`src/evr_pkg.sv`:
```
// Shared constants for the event channel router: sizes, encodings, register map.
// Assumes every design file imports it whole; no state lives here.
package evr_pkg;

    // Sizes of the routing fabric
    localparam int NUM_CH = 12;
    localparam int NUM_GEN = 82;
    localparam int NUM_USR = 42;
    localparam int GEN_W = 7;
    localparam int USEL_W = 4;
    localparam int ADDR_W = 12;
    localparam int DATA_W = 32;
    localparam int DIV_W = 8;
    localparam logic [GEN_W-1:0] GEN_MAX = 7'h52;

    // Channel path encodings
    localparam logic [1:0] PATH_SYNC = 2'h0;
    localparam logic [1:0] PATH_RESYNC = 2'h1;
    localparam logic [1:0] PATH_ASYNC = 2'h2;

    // Edge detector encodings
    localparam logic [1:0] EDGE_NONE = 2'h0;
    localparam logic [1:0] EDGE_RISE = 2'h1;
    localparam logic [1:0] EDGE_FALL = 2'h2;
    localparam logic [1:0] EDGE_BOTH = 2'h3;

    // Register byte offsets
    localparam logic [ADDR_W-1:0] OFS_CTRL = 12'h000;
    localparam logic [ADDR_W-1:0] OFS_DEBUG_HALT_CONTROL = 12'h004;
    localparam logic [ADDR_W-1:0] OFS_CLKDIV = 12'h008;
    localparam logic [ADDR_W-1:0] OFS_CHANNEL_STATUS_REG = 12'h00c;
    localparam logic [ADDR_W-1:0] OFS_INTERRUPT_FLAG_REG = 12'h010;
    localparam logic [ADDR_W-1:0] OFS_SOFTWARE_TRIGGER_REG = 12'h014;
    localparam logic [ADDR_W-1:0] OFS_CH_BASE = 12'h020;
    localparam logic [ADDR_W-1:0] OFS_USR_BASE = 12'h080;

    // Field positions
    localparam int SRST_BIT = 0;
    localparam int DBG_RUN_BIT = 0;
    localparam int GEN_LSB = 0;
    localparam int PATH_LSB = 8;
    localparam int EDGE_LSB = 10;
    localparam int HI_LSB = 16;

    // Reset values
    localparam logic [GEN_W-1:0] GEN_RST = 7'h00;
    localparam logic [1:0] PATH_RST = PATH_SYNC;
    localparam logic [1:0] EDGE_RST = EDGE_NONE;
    localparam logic [USEL_W-1:0] USEL_RST = 4'h0;
    localparam logic [DIV_W-1:0] DIV_RST = 8'h00;

    // AXI responses
    localparam logic [1:0] RESP_OKAY = 2'h0;
    localparam logic [1:0] RESP_SLVERR = 2'h2;
    localparam logic [1:0] RESP_DECERR = 2'h3;

endpackage : evr_pkg

```
`src/evr_chan_if.sv`:
```
// Bundle between the router top and one channel engine.
// Assumes both ends run on ref_clk; all signals are same-domain levels or pulses.
`timescale 1ns/100ps
interface evr_chan_if;
    import evr_pkg::*;
    logic tick;        // Channel clock enable pulse
    logic clr;         // Soft reset pulse
    logic [1:0] path;  // Path select
    logic [1:0] edge_sel; // Edge select
    logic src;         // Selected generator level
    logic sw;          // Software event pulse
    logic all_ready;   // All users on this channel ready
    logic evt;         // Event pulse towards users
    logic busy;        // Channel busy status
    logic ovr;         // Overrun pulse
    logic evd;         // Generator event detected pulse
    logic clk_req;     // Channel clock request

    modport chan (input tick, clr, path, edge_sel, src, sw, all_ready,
                  output evt, busy, ovr, evd, clk_req);
    modport ctl (output tick, clr, path, edge_sel, src, sw, all_ready,
                 input evt, busy, ovr, evd, clk_req);
endinterface : evr_chan_if

```
`src/evr_channel.sv`:
```
// One event channel engine: resync, edge detect, software event, busy and overrun.
// Assumes tick is a one-cycle enable standing in for the channel clock.
`timescale 1ns/100ps
module evr_channel
    import evr_pkg::*;
(
    input wire logic ref_clk,
    input wire logic arst_n,
    evr_chan_if.chan ch
);

    logic rs1_q;      // Resync first stage, read only by rs2_q
    logic rs2_q;      // Resync second stage
    logic prev_q;     // Level seen at the previous tick
    logic sw_pend_q;  // Software event waiting for a tick
    logic evt_q;      // Event pulse to users
    logic busy_q;     // Event not yet taken by all users
    logic ovr_q;      // Overrun pulse
    logic evd_q;      // Generator event pulse
    logic req_q;      // Clock request

    // Clocked paths must not run on the asynchronous path
    wire clocked = (ch.path != PATH_ASYNC);
    // Resync path adds two flops because the generator clock is foreign
    wire lvl = (ch.path == PATH_RESYNC) ? rs2_q : ch.src;
    wire rise = lvl & ~prev_q;
    wire fall = ~lvl & prev_q;
    wire edge_hit = ((ch.edge_sel == EDGE_RISE) & rise) | ((ch.edge_sel == EDGE_FALL) & fall) |
                    ((ch.edge_sel == EDGE_BOTH) & (rise | fall));
    wire gen_go = ch.tick & clocked & edge_hit;
    wire sw_go = ch.tick & clocked & sw_pend_q;
    wire new_evt = gen_go | sw_go;

    // Two-flop resynchroniser
    always_ff @(posedge ref_clk or negedge arst_n) begin
        if (!arst_n) begin
            rs1_q <= 1'b0;
            rs2_q <= 1'b0;
        end else begin
            rs1_q <= ch.src;
            rs2_q <= rs1_q;
        end
    end

    // Edge sampling and event pulse, one tick of latency at most
    always_ff @(posedge ref_clk or negedge arst_n) begin
        if (!arst_n) begin
            prev_q <= 1'b0;
            evt_q <= 1'b0;
            evd_q <= 1'b0;
        end else if (ch.clr) begin
            prev_q <= 1'b0;
            evt_q <= 1'b0;
            evd_q <= 1'b0;
        end else begin
            if (ch.tick) begin
                prev_q <= lvl;
            end
            evt_q <= new_evt;
            evd_q <= gen_go;
        end
    end

    // Software event is held until the next channel tick
    always_ff @(posedge ref_clk or negedge arst_n) begin
        if (!arst_n) begin
            sw_pend_q <= 1'b0;
        end else if (ch.clr) begin
            sw_pend_q <= 1'b0;
        end else begin
            sw_pend_q <= ch.sw | (sw_pend_q & ~sw_go);
        end
    end

    // Busy stays up until every attached user is ready; overrun on a clash
    always_ff @(posedge ref_clk or negedge arst_n) begin
        if (!arst_n) begin
            busy_q <= 1'b0;
            ovr_q <= 1'b0;
        end else if (ch.clr || !clocked) begin
            busy_q <= 1'b0;
            ovr_q <= 1'b0;
        end else begin
            busy_q <= new_evt | (busy_q & ~ch.all_ready);
            ovr_q <= new_evt & (busy_q | ~ch.all_ready);
        end
    end

    // Clock request while a level change waits for a tick
    always_ff @(posedge ref_clk or negedge arst_n) begin
        if (!arst_n) begin
            req_q <= 1'b0;
        end else if (ch.clr) begin
            req_q <= 1'b0;
        end else begin
            req_q <= clocked & ((lvl != prev_q) | sw_pend_q | ch.sw);
        end
    end

    assign ch.evt = evt_q;
    assign ch.busy = busy_q;
    assign ch.ovr = ovr_q;
    assign ch.evd = evd_q;
    assign ch.clk_req = req_q;

endmodule : evr_channel

```
`src/evr_router.sv`:
```
// Event channel router top: AXI4-Lite registers, channel engines, user muxes.
// Assumes generators, users and sleep/debug controls all run on ref_clk.
// Behaviour
// - Twelve channels, each with own generator and path
// - Any of 82 generators feeds any channel
// - One generator per channel at a time
// - Each of 42 users selects one channel
// - Generator select resets to zero, disconnected
// - Block is always enabled, no enable bit
// - Soft reset clears registers and pending events
// - Path select picks async, sync or resync
// - Async path passes level with no clock
// - Async channel: no flags, status reads zero
// - Sync channel keeps busy and flags updated
// - Edge detector: rise, fall or both
// - Software command issues channel event
// - Sleeping channel requests its clock on event
// - Block can wake processor from sleep
// - Runs in debug halt unless told halt
// - Guard protects all but status and flags
// - Debug halt or external debugger bypass guard
// - Sync path delivers within one channel tick
// - Resync path delivers within three ticks
// - Overrun only on clocked paths, busy or unready
// - Software trigger bit acts like generator event
//
// Chosen here: register access over AXI4-Lite and the register offsets.
`timescale 1ns/100ps
module evr_router
    import evr_pkg::*;
(
    input wire logic ref_clk,
    input wire logic arst_n,
    input wire logic [ADDR_W-1:0] s_axi_awaddr,
    input wire logic s_axi_awvalid,
    output logic s_axi_awready,
    input wire logic [DATA_W-1:0] s_axi_wdata,
    input wire logic [3:0] s_axi_wstrb,
    input wire logic s_axi_wvalid,
    output logic s_axi_wready,
    output logic [1:0] s_axi_bresp,
    output logic s_axi_bvalid,
    input wire logic s_axi_bready,
    input wire logic [ADDR_W-1:0] s_axi_araddr,
    input wire logic s_axi_arvalid,
    output logic s_axi_arready,
    output logic [DATA_W-1:0] s_axi_rdata,
    output logic [1:0] s_axi_rresp,
    output logic s_axi_rvalid,
    input wire logic s_axi_rready,
    input wire logic [NUM_GEN-1:0] gen_evt,
    output logic [NUM_USR-1:0] user_evt,
    input wire logic [NUM_USR-1:0] user_ready,
    input wire logic sleep_mode,
    input wire logic cpu_dbg_halt,
    input wire logic ext_debug_access,
    input wire logic guard_lock,
    output logic [NUM_CH-1:0] chan_clk_req,
    output logic wake_req
);

    // Configuration state
    logic [GEN_W-1:0] ch_gen_q [NUM_CH];    // Generator select per channel
    logic [1:0] ch_path_q [NUM_CH];         // Path select per channel
    logic [1:0] ch_edge_q [NUM_CH];         // Edge select per channel
    logic [USEL_W-1:0] usr_sel_q [NUM_USR]; // Channel chosen by each user, 0 = none
    logic [DIV_W-1:0] clkdiv_q;             // Channel tick divider
    logic [DIV_W-1:0] div_cnt_q;            // Divider counter
    logic dbg_halt_en_q;                    // Halt channels while the CPU is halted
    logic [NUM_CH-1:0] ovr_flag_q;          // Sticky overrun flags
    logic [NUM_CH-1:0] evd_flag_q;          // Sticky event detected flags
    logic srst_q;                           // Soft reset pulse
    logic wake_q;                           // Wake request

    // AXI slave state
    logic aw_full_q;
    logic w_full_q;
    logic [ADDR_W-1:0] awaddr_q;
    logic [DATA_W-1:0] wdata_q;
    logic [3:0] wstrb_q;
    logic bvalid_q;
    logic [1:0] bresp_q;
    logic arready_q;
    logic rvalid_q;
    logic [1:0] rresp_q;
    logic [DATA_W-1:0] rdata_q;

    // Channel results gathered into vectors
    logic [NUM_CH-1:0] ch_evt;
    logic [NUM_CH-1:0] ch_busy;
    logic [NUM_CH-1:0] ch_ovr;
    logic [NUM_CH-1:0] ch_evd;
    logic [NUM_CH-1:0] ch_req;
    logic [NUM_CH-1:0] ch_src;
    logic [NUM_CH-1:0] ch_async;
    logic [NUM_CH-1:0] ch_tick;
    logic [NUM_CH-1:0] all_rdy;
    logic [NUM_CH-1:0] sw_go;
    logic [NUM_CH-1:0] usr_map [NUM_USR]; // Which channel each user listens to

    // Index 0 of the extended vector is the "no generator" source
    wire [NUM_GEN:0] gen_ext = {gen_evt, 1'b0};

    // Divider makes the channel tick; debug halt may freeze it
    wire base_tick = (div_cnt_q == clkdiv_q);
    wire halted = cpu_dbg_halt & dbg_halt_en_q;
    // Registered soft reset joins the power-on reset; both restore one set of values
    wire cfg_rst_n = arst_n & ~srst_q;

    // Write side decode
    wire wr_go = aw_full_q & w_full_q & ~bvalid_q;
    wire [ADDR_W-1:0] ch_off_w = awaddr_q - OFS_CH_BASE;
    wire [ADDR_W-1:0] us_off_w = awaddr_q - OFS_USR_BASE;
    wire wr_ch_hit = (awaddr_q >= OFS_CH_BASE) && (ch_off_w[ADDR_W-1:2] < NUM_CH);
    wire wr_us_hit = (awaddr_q >= OFS_USR_BASE) && (us_off_w[ADDR_W-1:2] < NUM_USR);
    wire wr_flag = (awaddr_q == OFS_INTERRUPT_FLAG_REG);
    wire wr_stat = (awaddr_q == OFS_CHANNEL_STATUS_REG);
    wire wr_known = wr_ch_hit | wr_us_hit | wr_flag | wr_stat | (awaddr_q == OFS_CTRL) |
                    (awaddr_q == OFS_DEBUG_HALT_CONTROL) | (awaddr_q == OFS_CLKDIV) |
                    (awaddr_q == OFS_SOFTWARE_TRIGGER_REG);
    // Guard applies except in debug halt, for the debugger, or on the exempt registers
    wire wr_open = ~guard_lock | cpu_dbg_halt | ext_debug_access | wr_flag | wr_stat;
    wire wr_ok = wr_go & wr_known & wr_open;
    wire [DATA_W-1:0] bmask = {{8{wstrb_q[3]}}, {8{wstrb_q[2]}}, {8{wstrb_q[1]}}, {8{wstrb_q[0]}}};
    wire [DATA_W-1:0] wd_m = wdata_q & bmask;
    wire [USEL_W-1:0] wr_ch_idx = USEL_W'(ch_off_w[ADDR_W-1:2]);
    wire [5:0] wr_us_idx = 6'(us_off_w[ADDR_W-1:2]);
    wire do_srst = wr_ok & (awaddr_q == OFS_CTRL) & wd_m[SRST_BIT];
    wire [NUM_CH-1:0] flag_clr = (wr_ok & wr_flag) ? wd_m[NUM_CH-1:0] : '0;
    wire [NUM_CH-1:0] evd_clr = (wr_ok & wr_flag) ? wd_m[HI_LSB +: NUM_CH] : '0;
    assign sw_go = (wr_ok & (awaddr_q == OFS_SOFTWARE_TRIGGER_REG)) ? wd_m[NUM_CH-1:0] : '0;

    // Read side decode
    wire ar_go = s_axi_arvalid & arready_q;
    wire [ADDR_W-1:0] ch_off_r = s_axi_araddr - OFS_CH_BASE;
    wire [ADDR_W-1:0] us_off_r = s_axi_araddr - OFS_USR_BASE;
    wire rd_ch_hit = (s_axi_araddr >= OFS_CH_BASE) && (ch_off_r[ADDR_W-1:2] < NUM_CH);
    wire rd_us_hit = (s_axi_araddr >= OFS_USR_BASE) && (us_off_r[ADDR_W-1:2] < NUM_USR);
    wire [USEL_W-1:0] rd_ch_idx = USEL_W'(ch_off_r[ADDR_W-1:2]);
    wire [5:0] rd_us_idx = 6'(us_off_r[ADDR_W-1:2]);
    wire [NUM_CH-1:0] usr_rdy_vis = all_rdy & ~ch_async;
    wire [DATA_W-1:0] stat_word = DATA_W'({usr_rdy_vis, 4'h0, ch_busy});
    wire [DATA_W-1:0] flag_word = DATA_W'({evd_flag_q & ~ch_async, 4'h0, ovr_flag_q & ~ch_async});
    wire [DATA_W-1:0] ch_word = DATA_W'({ch_edge_q[rd_ch_idx], ch_path_q[rd_ch_idx], 1'b0,
                                         ch_gen_q[rd_ch_idx]});
    wire [DATA_W-1:0] us_word = DATA_W'(usr_sel_q[rd_us_idx]);
    wire rd_known = rd_ch_hit | rd_us_hit | (s_axi_araddr == OFS_CTRL) |
                    (s_axi_araddr == OFS_DEBUG_HALT_CONTROL) | (s_axi_araddr == OFS_CLKDIV) |
                    (s_axi_araddr == OFS_CHANNEL_STATUS_REG) | (s_axi_araddr == OFS_INTERRUPT_FLAG_REG) |
                    (s_axi_araddr == OFS_SOFTWARE_TRIGGER_REG);
    // Control and trigger registers read as zero; they act only on write
    wire [DATA_W-1:0] rd_mux = rd_ch_hit ? ch_word :
                               rd_us_hit ? us_word :
                               (s_axi_araddr == OFS_DEBUG_HALT_CONTROL) ? DATA_W'(dbg_halt_en_q) :
                               (s_axi_araddr == OFS_CLKDIV) ? DATA_W'(clkdiv_q) :
                               (s_axi_araddr == OFS_CHANNEL_STATUS_REG) ? stat_word :
                               (s_axi_araddr == OFS_INTERRUPT_FLAG_REG) ? flag_word : '0;

    // Channel engines, one per channel
    generate
        for (genvar c = 0; c < NUM_CH; c++) begin : g_ch
            evr_chan_if cif();
            // Out-of-range select behaves like no generator
            wire [GEN_W-1:0] gsel = (ch_gen_q[c] <= GEN_MAX) ? ch_gen_q[c] : GEN_RST;
            assign cif.src = gen_ext[gsel];
            assign cif.tick = ch_tick[c];
            assign cif.clr = srst_q;
            assign cif.path = ch_path_q[c];
            assign cif.edge_sel = ch_edge_q[c];
            assign cif.sw = sw_go[c];
            assign cif.all_ready = all_rdy[c];
            assign ch_evt[c] = cif.evt;
            assign ch_busy[c] = cif.busy;
            assign ch_ovr[c] = cif.ovr;
            assign ch_evd[c] = cif.evd;
            assign ch_req[c] = cif.clk_req;
            assign ch_src[c] = cif.src;
            assign ch_async[c] = (ch_path_q[c] == PATH_ASYNC);
            // Sleep stops the tick unless the channel asked for its clock
            assign ch_tick[c] = base_tick & ~halted & (~sleep_mode | ch_req[c]);
            evr_channel u_chan (
                .ref_clk(ref_clk),
                .arst_n(arst_n),
                .ch(cif.chan)
            );
        end
    endgenerate

    // User multiplexers; async channels bypass every flop to avoid clock latency
    generate
        for (genvar m = 0; m < NUM_USR; m++) begin : g_usr
            for (genvar c = 0; c < NUM_CH; c++) begin : g_map
                assign usr_map[m][c] = (usr_sel_q[m] == USEL_W'(c + 1));
            end
            assign user_evt[m] = |(usr_map[m] & ((ch_async & ch_src) |
                                                 (~ch_async & ch_evt)));
        end
    endgenerate

    // A channel is ready when no user attached to it is stalling
    always_comb begin
        all_rdy = '1;
        for (int m = 0; m < NUM_USR; m++) begin
            all_rdy = all_rdy & ~(usr_map[m] & {NUM_CH{~user_ready[m]}});
        end
    end

    // Tick divider
    always_ff @(posedge ref_clk or negedge arst_n) begin
        if (!arst_n) begin
            div_cnt_q <= DIV_RST;
        end else if (srst_q || base_tick) begin
            div_cnt_q <= DIV_RST;
        end else begin
            div_cnt_q <= div_cnt_q + 8'h01;
        end
    end

    // Configuration writes; soft reset restores every reset value
    always_ff @(posedge ref_clk or negedge cfg_rst_n) begin
        if (!cfg_rst_n) begin
            for (int c = 0; c < NUM_CH; c++) begin
                ch_gen_q[c] <= GEN_RST;
                ch_path_q[c] <= PATH_RST;
                ch_edge_q[c] <= EDGE_RST;
            end
            for (int m = 0; m < NUM_USR; m++) begin
                usr_sel_q[m] <= USEL_RST;
            end
            clkdiv_q <= DIV_RST;
            dbg_halt_en_q <= 1'b0;
        end else if (wr_ok) begin
            if (wr_ch_hit && wstrb_q[0]) begin
                ch_gen_q[wr_ch_idx] <= wdata_q[GEN_LSB +: GEN_W];
            end
            if (wr_ch_hit && wstrb_q[1]) begin
                ch_path_q[wr_ch_idx] <= wdata_q[PATH_LSB +: 2];
                ch_edge_q[wr_ch_idx] <= wdata_q[EDGE_LSB +: 2];
            end
            if (wr_us_hit && wstrb_q[0]) begin
                usr_sel_q[wr_us_idx] <= wdata_q[USEL_W-1:0];
            end
            if (awaddr_q == OFS_CLKDIV && wstrb_q[0]) begin
                clkdiv_q <= wdata_q[DIV_W-1:0];
            end
            if (awaddr_q == OFS_DEBUG_HALT_CONTROL && wstrb_q[0]) begin
                dbg_halt_en_q <= wdata_q[DBG_RUN_BIT];
            end
        end
    end

    // Sticky flags: a new event wins over a clear in the same cycle
    always_ff @(posedge ref_clk or negedge arst_n) begin
        if (!arst_n) begin
            ovr_flag_q <= '0;
            evd_flag_q <= '0;
            srst_q <= 1'b0;
            wake_q <= 1'b0;
        end else begin
            srst_q <= do_srst;
            ovr_flag_q <= srst_q ? '0 : ((ovr_flag_q & ~flag_clr) | ch_ovr);
            evd_flag_q <= srst_q ? '0 : ((evd_flag_q & ~evd_clr) | ch_evd);
            wake_q <= sleep_mode & ~srst_q & (|ch_ovr | |ch_evd);
        end
    end

    // AXI write channel: address and data taken in either order
    always_ff @(posedge ref_clk or negedge arst_n) begin
        if (!arst_n) begin
            aw_full_q <= 1'b0;
            w_full_q <= 1'b0;
            awaddr_q <= '0;
            wdata_q <= '0;
            wstrb_q <= 4'h0;
            bvalid_q <= 1'b0;
            bresp_q <= RESP_OKAY;
        end else begin
            if (s_axi_awvalid && s_axi_awready) begin
                aw_full_q <= 1'b1;
                awaddr_q <= s_axi_awaddr;
            end else if (wr_go) begin
                aw_full_q <= 1'b0;
            end
            if (s_axi_wvalid && s_axi_wready) begin
                w_full_q <= 1'b1;
                wdata_q <= s_axi_wdata;
                wstrb_q <= s_axi_wstrb;
            end else if (wr_go) begin
                w_full_q <= 1'b0;
            end
            if (wr_go) begin
                bvalid_q <= 1'b1;
                bresp_q <= !wr_known ? RESP_DECERR : (!wr_open ? RESP_SLVERR : RESP_OKAY);
            end else if (s_axi_bready) begin
                bvalid_q <= 1'b0;
            end
        end
    end

    // AXI read channel: one read at a time, answered the cycle after the address
    always_ff @(posedge ref_clk or negedge arst_n) begin
        if (!arst_n) begin
            arready_q <= 1'b0;
            rvalid_q <= 1'b0;
            rresp_q <= RESP_OKAY;
            rdata_q <= '0;
        end else begin
            arready_q <= ~rvalid_q & ~ar_go;
            if (ar_go) begin
                rvalid_q <= 1'b1;
                rdata_q <= rd_mux;
                rresp_q <= rd_known ? RESP_OKAY : RESP_DECERR;
            end else if (s_axi_rready) begin
                rvalid_q <= 1'b0;
            end
        end
    end

    assign s_axi_awready = ~aw_full_q;
    assign s_axi_wready = ~w_full_q;
    assign s_axi_bvalid = bvalid_q;
    assign s_axi_bresp = bresp_q;
    assign s_axi_arready = arready_q;
    assign s_axi_rvalid = rvalid_q;
    assign s_axi_rresp = rresp_q;
    assign s_axi_rdata = rdata_q;
    assign chan_clk_req = ch_req;
    assign wake_req = wake_q;

endmodule : evr_router

```
`config.mk`:
```
export PLATFORM = sky130hd
export DESIGN_NAME = evr_router
export DESIGN_NICKNAME = d
export VERILOG_FILES = /design/src/evr_pkg.sv /design/src/evr_chan_if.sv /design/src/evr_channel.sv /design/src/evr_router.sv
export SDC_FILE = /design/constraint.sdc
export NUM_CORES = 2
export LEC_CHECK = 0
export ABC_CLOCK_PERIOD_IN_PS = 29400
export BUFFER_PORTS_ARGS = -buffer_cell sky130_fd_sc_hd__buf_2
export CAP_MARGIN = 20
export CELL_PAD_IN_SITES_DETAIL_PLACEMENT = 2
export CELL_PAD_IN_SITES_GLOBAL_PLACEMENT = 2
export CORE_UTILIZATION = 35
export DETAILED_ROUTE_END_ITERATION = 10
export PLACE_DENSITY = 0.84
export SYNTH_ARGS = -nofsm -noshare
export SYNTH_HDL_FRONTEND = slang
export SYNTH_SLANG_ARGS = --single-unit
```
`constraint.sdc`:
```
create_clock -name ref_clk -period 29.4 [get_ports ref_clk]
set_input_delay 8.82 -clock ref_clk [delete_from_list [all_inputs] [get_ports ref_clk]]
set_output_delay 8.82 -clock ref_clk [all_outputs]
set_load 0.01 [all_outputs]
```
## Yosys cells after proc, flatten, opt, wreduce, memory -nomap -nowiden

Cells that the tools add are included.

- Reduce and logical (&&, ||, !) cells: 105
- Bitwise operators: 594
- Multiplexer cells: 188
- Eq/ne operators: 599
- Divide/modulo/power cells: 0
- $lt $le $gt $ge: 38
- Add/subtract/negate cells: 5
- $mul: 0
- Shift operators: 0

Operator list:

| kind | number |
|---|---|
| 12-bit AND | 132 |
| 4-bit equality test (second input constant) | 210 |
| 4-bit by 3-bit equality test with 1-bit output (second input constant) | 168 |
| 12-bit inverter | 45 |
| 12-bit OR reduction | 44 |
| 4-bit by 2-bit equality test with 1-bit output (second input constant) | 84 |
| 1-bit AND | 171 |
| 168-bit bitwise mux | 1 |
| 4-bit by 1-bit equality test with 1-bit output (second input constant) | 42 |
| 28-bit two-way mux | 6 |
| 1-bit bitwise OR | 139 |
| 1-bit two-way mux | 127 |
| 7-bit two-way mux | 15 |
| 1-bit inverter | 99 |
| 7-bit by 8-bit less-than comparator with 1-bit output (second input constant) | 12 |
| 1-bit binary-select mux with 7-bit select | 12 |
| 84-bit bitwise mux | 1 |
| 7-bit <= comparator (second input constant) | 12 |
| 2-bit equality test (second input constant) | 36 |
| 12-bit two-way mux | 5 |
| 24-bit bitwise mux | 2 |
| 12-bit by 4-bit equality test with 1-bit output (second input constant) | 4 |
| 12-bit by 5-bit equality test with 1-bit output (second input constant) | 4 |
| 2-bit by 1-bit equality test with 1-bit output (second input constant) | 24 |
| 34 further kinds | 134 |

- Memories kept: 0
- Bits in latches: 0
- Word-level logic and storage cells: 1733
- Bits in read-only memories: 0
- Bits in writable memories: 0
- Flip-flop bits (word level): 536

## Longest topological paths before layout

- Depth in word-level cells: 50
- Gate-level depth with buffers: 18
- Gate-level depth less buffers: 16

## Modules after synthesis

Synthesis repeated with hierarchy kept, for this count alone.

- Cell total of the unflattened synthesis: 5641
- Area, all modules: 48318.8 um2

By module, submodules not included:

| module | area each (um2) | cells each | seq. area each (um2) | instances |
|---|---|---|---|---|
| evr_router | 43544.3 | 5221 | 10385.0 | 1 |
| evr_channel | 397.9 | 35 | 225.2 | 12 |

## Worst setup path after synthesis

Ideal clock, no wire load.

- Path type: input to output
- From: in gen_evt[46]
- To: out user_evt[14]
- Slack: 9079 ps
- Data required time: 20580 ps
- Stages: 12
- Data arrival time: 11501 ps
- Cell sequence: clkbuf_1 and2_1 a2111oi_0 o31ai_1 a221oi_1 o32ai_1 a22o_1 mux2_2 buf_2 a32oi_1 o22ai_1 or4_1

- Cells in the longest elaborated chain, start to end: 6

Ends and longest elaborated chain:

| element | line | source |
|---|---|---|
| start: declaration | evr_router.sv:51 | `input wire logic [NUM_GEN-1:0] gen_evt,` |
| 1-bit binary-select mux with 7-bit select | evr_router.sv:165 | `assign cif.src = gen_ext[gsel];` |
| 1-bit two-way mux (implied by the code) | evr_router.sv:165 |  |
| named net g_ch[7].cif.src | evr_chan_if.sv:10 | `logic src;` |
| 12-bit AND | evr_router.sv:195 | `assign user_evt[m] = \|(usr_map[m] & ((ch_async & ch_src) \|` |
| 12-bit bitwise OR | evr_router.sv:195 |  |
| 12-bit AND | evr_router.sv:195 |  |
| 12-bit OR reduction | evr_router.sv:195 |  |
| end: declaration | evr_router.sv:52 | `output logic [NUM_USR-1:0] user_evt,` |

The timed path passes the listed nets, and every way through them passes these cells. The select of a mux whose other input is x is not followed.

## Worst setup path after layout

- From: in gen_evt[73]
- To: out user_evt[31]

- Cells in the longest elaborated chain, start to end: 6

Ends and longest elaborated chain:

| element | line |
|---|---|
| 1-bit binary-select mux with 7-bit select | evr_router.sv:165 |
| 1-bit two-way mux (implied by the code) | evr_router.sv:165 |
| 12-bit AND (*) | evr_router.sv:195 |
| 12-bit bitwise OR (*) | evr_router.sv:195 |
| 12-bit AND (*) | evr_router.sv:195 |
| 12-bit OR reduction (*) | evr_router.sv:195 |

Every way passes the cells marked *; elsewhere a longest branch is shown, timed or not. The select of a mux whose other input is x is not followed.

==> impl_metrics.py <==
metrics = {
    "run_status": {
        "status": "completed",
    },
    "finish": {
        "design.final.nets": 5893,
        "fin_cells": 7531,
        "final_common_cell": "dfrtp_1",
        "layout.cell_area.non_filler_mm2": 0.05285,
        "layout_common_cells": "dfrtp_1, nor2_1, nand2_1, mux2_2, buf_2",
        "layout-drive-gt1-share": 0.1952,
        "fin_util": 0.3902,
        "area_growth_synth_to_finish_pct": 10.58,
    },
    "flow_run": {
        "max-cap-violations": 0,
    },
    "floorplan": {
        "placement_rows": 135,
        "io_pins": 291,
        "core_area_mm2": 0.1355,
        "die_x_extent_um": 371.5,
        "initial_utilization": 0.3528,
        "chipHeight_um": 371.5,
        "dieArea_mm2": 0.1380,
    },
    "routing": {
        "via_count": 57645,
        "avgViaCountPerCell": 7.654,
        "drc": 0,
        "finalWirelength_um": 353800,
        "drt-wirelength-per-cell_um": 46.98,
        "dr.pass1.iters": 8,
        "final_antenna_net_count": 0,
        "dr.first_iter.drc_count": 8028,
    },
    "synth": {
        "synthesis_stage_register_bit_count": 523,
        "share_of_async_settable_or_async_resettable_flops_after_synthesis": 1.000,
        "synth_area_mm2": 0.04780,
        "synth-seq-area-share": 0.2738,
        "yosysWarningCount": 0,
        "synthesis.instances": 5754,
        "synth_edf_count": 0,
        "syn_avg_cell_area_um2": 8.307,
        "leading_register_cell_type_out_of_synthesis": "dfrtp_1",
        "yosysUniqueCellTypes": 94,
    },
    "timing": {
        "timing_hold_violations_final": 0,
        "rsz_0062_raised_after_global_routing": "false",
        "final_setup_fails": 0,
        "achievable-frequency_ghz": 0.04356,
        "fin_tns_setup_ns": 0,
        "layout_min_cycle_time_ns": 22.96,
        "slew_headroom": 0.1683,
        "whs_ns": 0.3510,
        "min_period_over_period": 0.7809,
        "final-max-slew-violation-count": 0,
        "clock_skew_ns": 0.04450,
        "layout_setup_ws_ns": 6.441,
        "tightest_slew_ns": 1.216,
    },
    "power_and_ir_drop": {
        "power_density_mw_per_mm2": 50.81,
        "ir_worst_vdd_v": 0.00004416,
        "finalPower_mw": 2.686,
        "leakagePower_nw": 21.09,
    },
    "clock_tree": {
        "root_buffer": "clkbuf_16",
        "worst_setup_hold_path_clk_slew_ns": 0.06,
        "post_cts_resized": 0,
        "cts-htree-levels": 3,
        "cts_hold_buffers": 0,
        "tritoncts": "built",
        "maximum_clock_path_buffer_count": 3,
        "cts_buf_count": 69,
        "cts.repair_timing.setup_buffer_count": 0,
        "clk-insertion-delay-late_ns": 0.74,
        "cts_num_sinks": 523,
    },
    "worst_hold_path": {
        "worst_min_delay_path_class": "reg -> reg",
    },
    "setup_path": {
        "startpoint_type": "input port",
        "reg2reg_to": "g_ch[4].u_chan.ch.ovr",
        "type_of_the_setup_path_with_the_least_slack": "in -> out",
        "worstPathRequired_ns": 20.58,
        "critical_path_arrival_ns": 14.14,
        "crit_fanout": 23,
        "critical_path.endpoint": "user_evt[31]",
        "r2r_setup_slack_ns": 23.29,
        "worstPathCellList": "buf_2, inv_1, nand4_1, o221ai_1, a221o_1, o31ai_1, nand2_1, a31oi_4, buf_4, nor3b_1, a211oi_1, o22ai_1, buf_2",
        "end_kind": "primary output",
        "worst_path_max_delay_cell": "a31oi_4",
        "worst_setup_path_startpoint": "gen_evt[73]",
        "timing.rr.start": "ch_gen_q[51]",
        "crit_path_frequent_cell": "buf_2",
        "maximum_single_stage_delay_on_the_critical_path_ns": 0.84,
        "r2r_cells": 13,
    },
    "grt": {
        "gr-total-overflow": 0,
        "grt_max_degree": 90,
        "grt_antenna_before_repair": 49,
        "global_route.usage.total": 0.4988,
        "grt_pass1_wl_um": 483000,
        "first_global_vias": 57851,
    },
    "placement": {
        "dpl_worst_slack_ns": 6.739,
        "gp_congestion": 1.117,
        "post_dp_cell_area_mm2": 0.05031,
        "post-place-cells": 7367,
        "dpl.hpwl_um": 246900,
        "placement.io_buffers": 274,
    },
}
## where the power goes
part	internal (mW)	switching, mW	leakage, nW
Sequential	0.790	0.179	6.85
Combinational	0.224	0.588	13.1
Clock	0.498	0.407	1.13
## how the worst min path moves through the flow
stage	to	startpoint	depth (start not counted)
floorplan	g_ch[0].u_chan.rs2_q	g_ch[0].u_chan.rs1_q	0
global placement	g_ch[1].u_chan.rs2_q	g_ch[1].u_chan.rs1_q	0
detailed placement	g_ch[3].u_chan.rs2_q	g_ch[3].u_chan.rs1_q	0
CTS	g_ch[4].u_chan.rs2_q	g_ch[4].u_chan.rs1_q	0
global route	g_ch[2].u_chan.rs2_q	g_ch[2].u_chan.rs1_q	0
finish	g_ch[4].u_chan.rs2_q	g_ch[4].u_chan.rs1_q	0
## cell families (layout without fill, tap and decap cells)
family / after synthesis / count (layout) / synth area share
compound gates: 1694 / 1694 / 0.2596
xor+xnor: 18 / 18 / 0.003298
fa+ha+maj: 29 / 29 / 0.007591
buf+inv: 777 / 738 / 0.06557
flops: 523 / 523 / 0.2738
mux: 637 / 637 / 0.1693
other cells: 1 / 36 / 0.00007846
simple gates: 2075 / 2075 / 0.2208
## state kept, by name, summed over array words and instances (netlist names), 4 cells and up
signal                  flops
awaddr_q                   12
ch_gen_q                   84
clkdiv_q                    8
div_cnt_q                   8
evd_flag_q                 12
g_ch.cif.edge_sel          24
g_ch.cif.path              24
g_ch.u_chan.ch.busy        12
g_ch.u_chan.ch.clk_req     12
g_ch.u_chan.ch.evd         12
g_ch.u_chan.ch.evt         12
g_ch.u_chan.ch.ovr         12
g_ch.u_chan.prev_q         12
g_ch.u_chan.rs1_q          12
g_ch.u_chan.rs2_q          12
g_ch.u_chan.sw_pend_q      12
ovr_flag_q                 12
s_axi_rdata                24
usr_sel_q                 168
wdata_q                    24
wstrb_q                     4
## cells in the mapped netlist (33+ instances only)
library cell    n  area, um^2
o211ai_1       63       473.0
a22oi_1       224        1682
nor2b_1       208        1301
a221oi_1       77       674.4
a211o_1        33       289.0
o2111ai_1      34       297.8
o21ai_0       226        1131
mux2i_1       174        1742
a311oi_1       36       315.3
nand3_1       246        1231
nor4_1         54       337.8
clkbuf_1      446        1674
buf_2          83       415.4
mux2_2        362        4076
nand2_1       431        1618
a21oi_1       247        1236
a211oi_1       67       503.0
a22o_1         34       297.8
nand4_1        90       563.0
o22ai_1        57       356.6
and3_1         42       262.8
a32oi_1        90       788.3
nand2b_1      112       700.7
dfrtp_1       523       13090
nor2_1        452        1697
inv_1         174       653.1
and2_1         62       387.9
nor3_1        156       780.8
a2111oi_0      45       394.1
buf_1          39       146.4
mux4_2        101        2275
a31oi_1        58       362.9
or3_1          39       244.0
nor3b_1        48       360.4
## cell type report
type | count | area (um^2)
flip-flops and latches | 523 | 13090
clock inverters | 25 | 346.6
repair buffers | 434 | 2638
clock buffers | 99 | 1989
well taps | 1781 | 2228
diodes | 28 | 70.07
inverters | 180 | 675.6
fillers | 15019 | 82610
multi-input cells | 4461 | 31810
## per-layer routing
metal | GRT usage | vias up | part of all wire
met1 | 0.5627 | 29416 | 0.35
met2 | 0.7491 | 4629 | 0.43
li1 | - | 21800 | -
met5 | 0 | - | 0.00046
met4 | 0.4600 | 26 | 0.12
met3 | 0.1570 | 1774 | 0.11
## worst max-delay path: cells and delay by family
family	cells	cell delay, ns
compound gates	6	2.58
buf+inv	4	1.87
simple gates	3	0.83
Power figures use the tool's default switching activity.
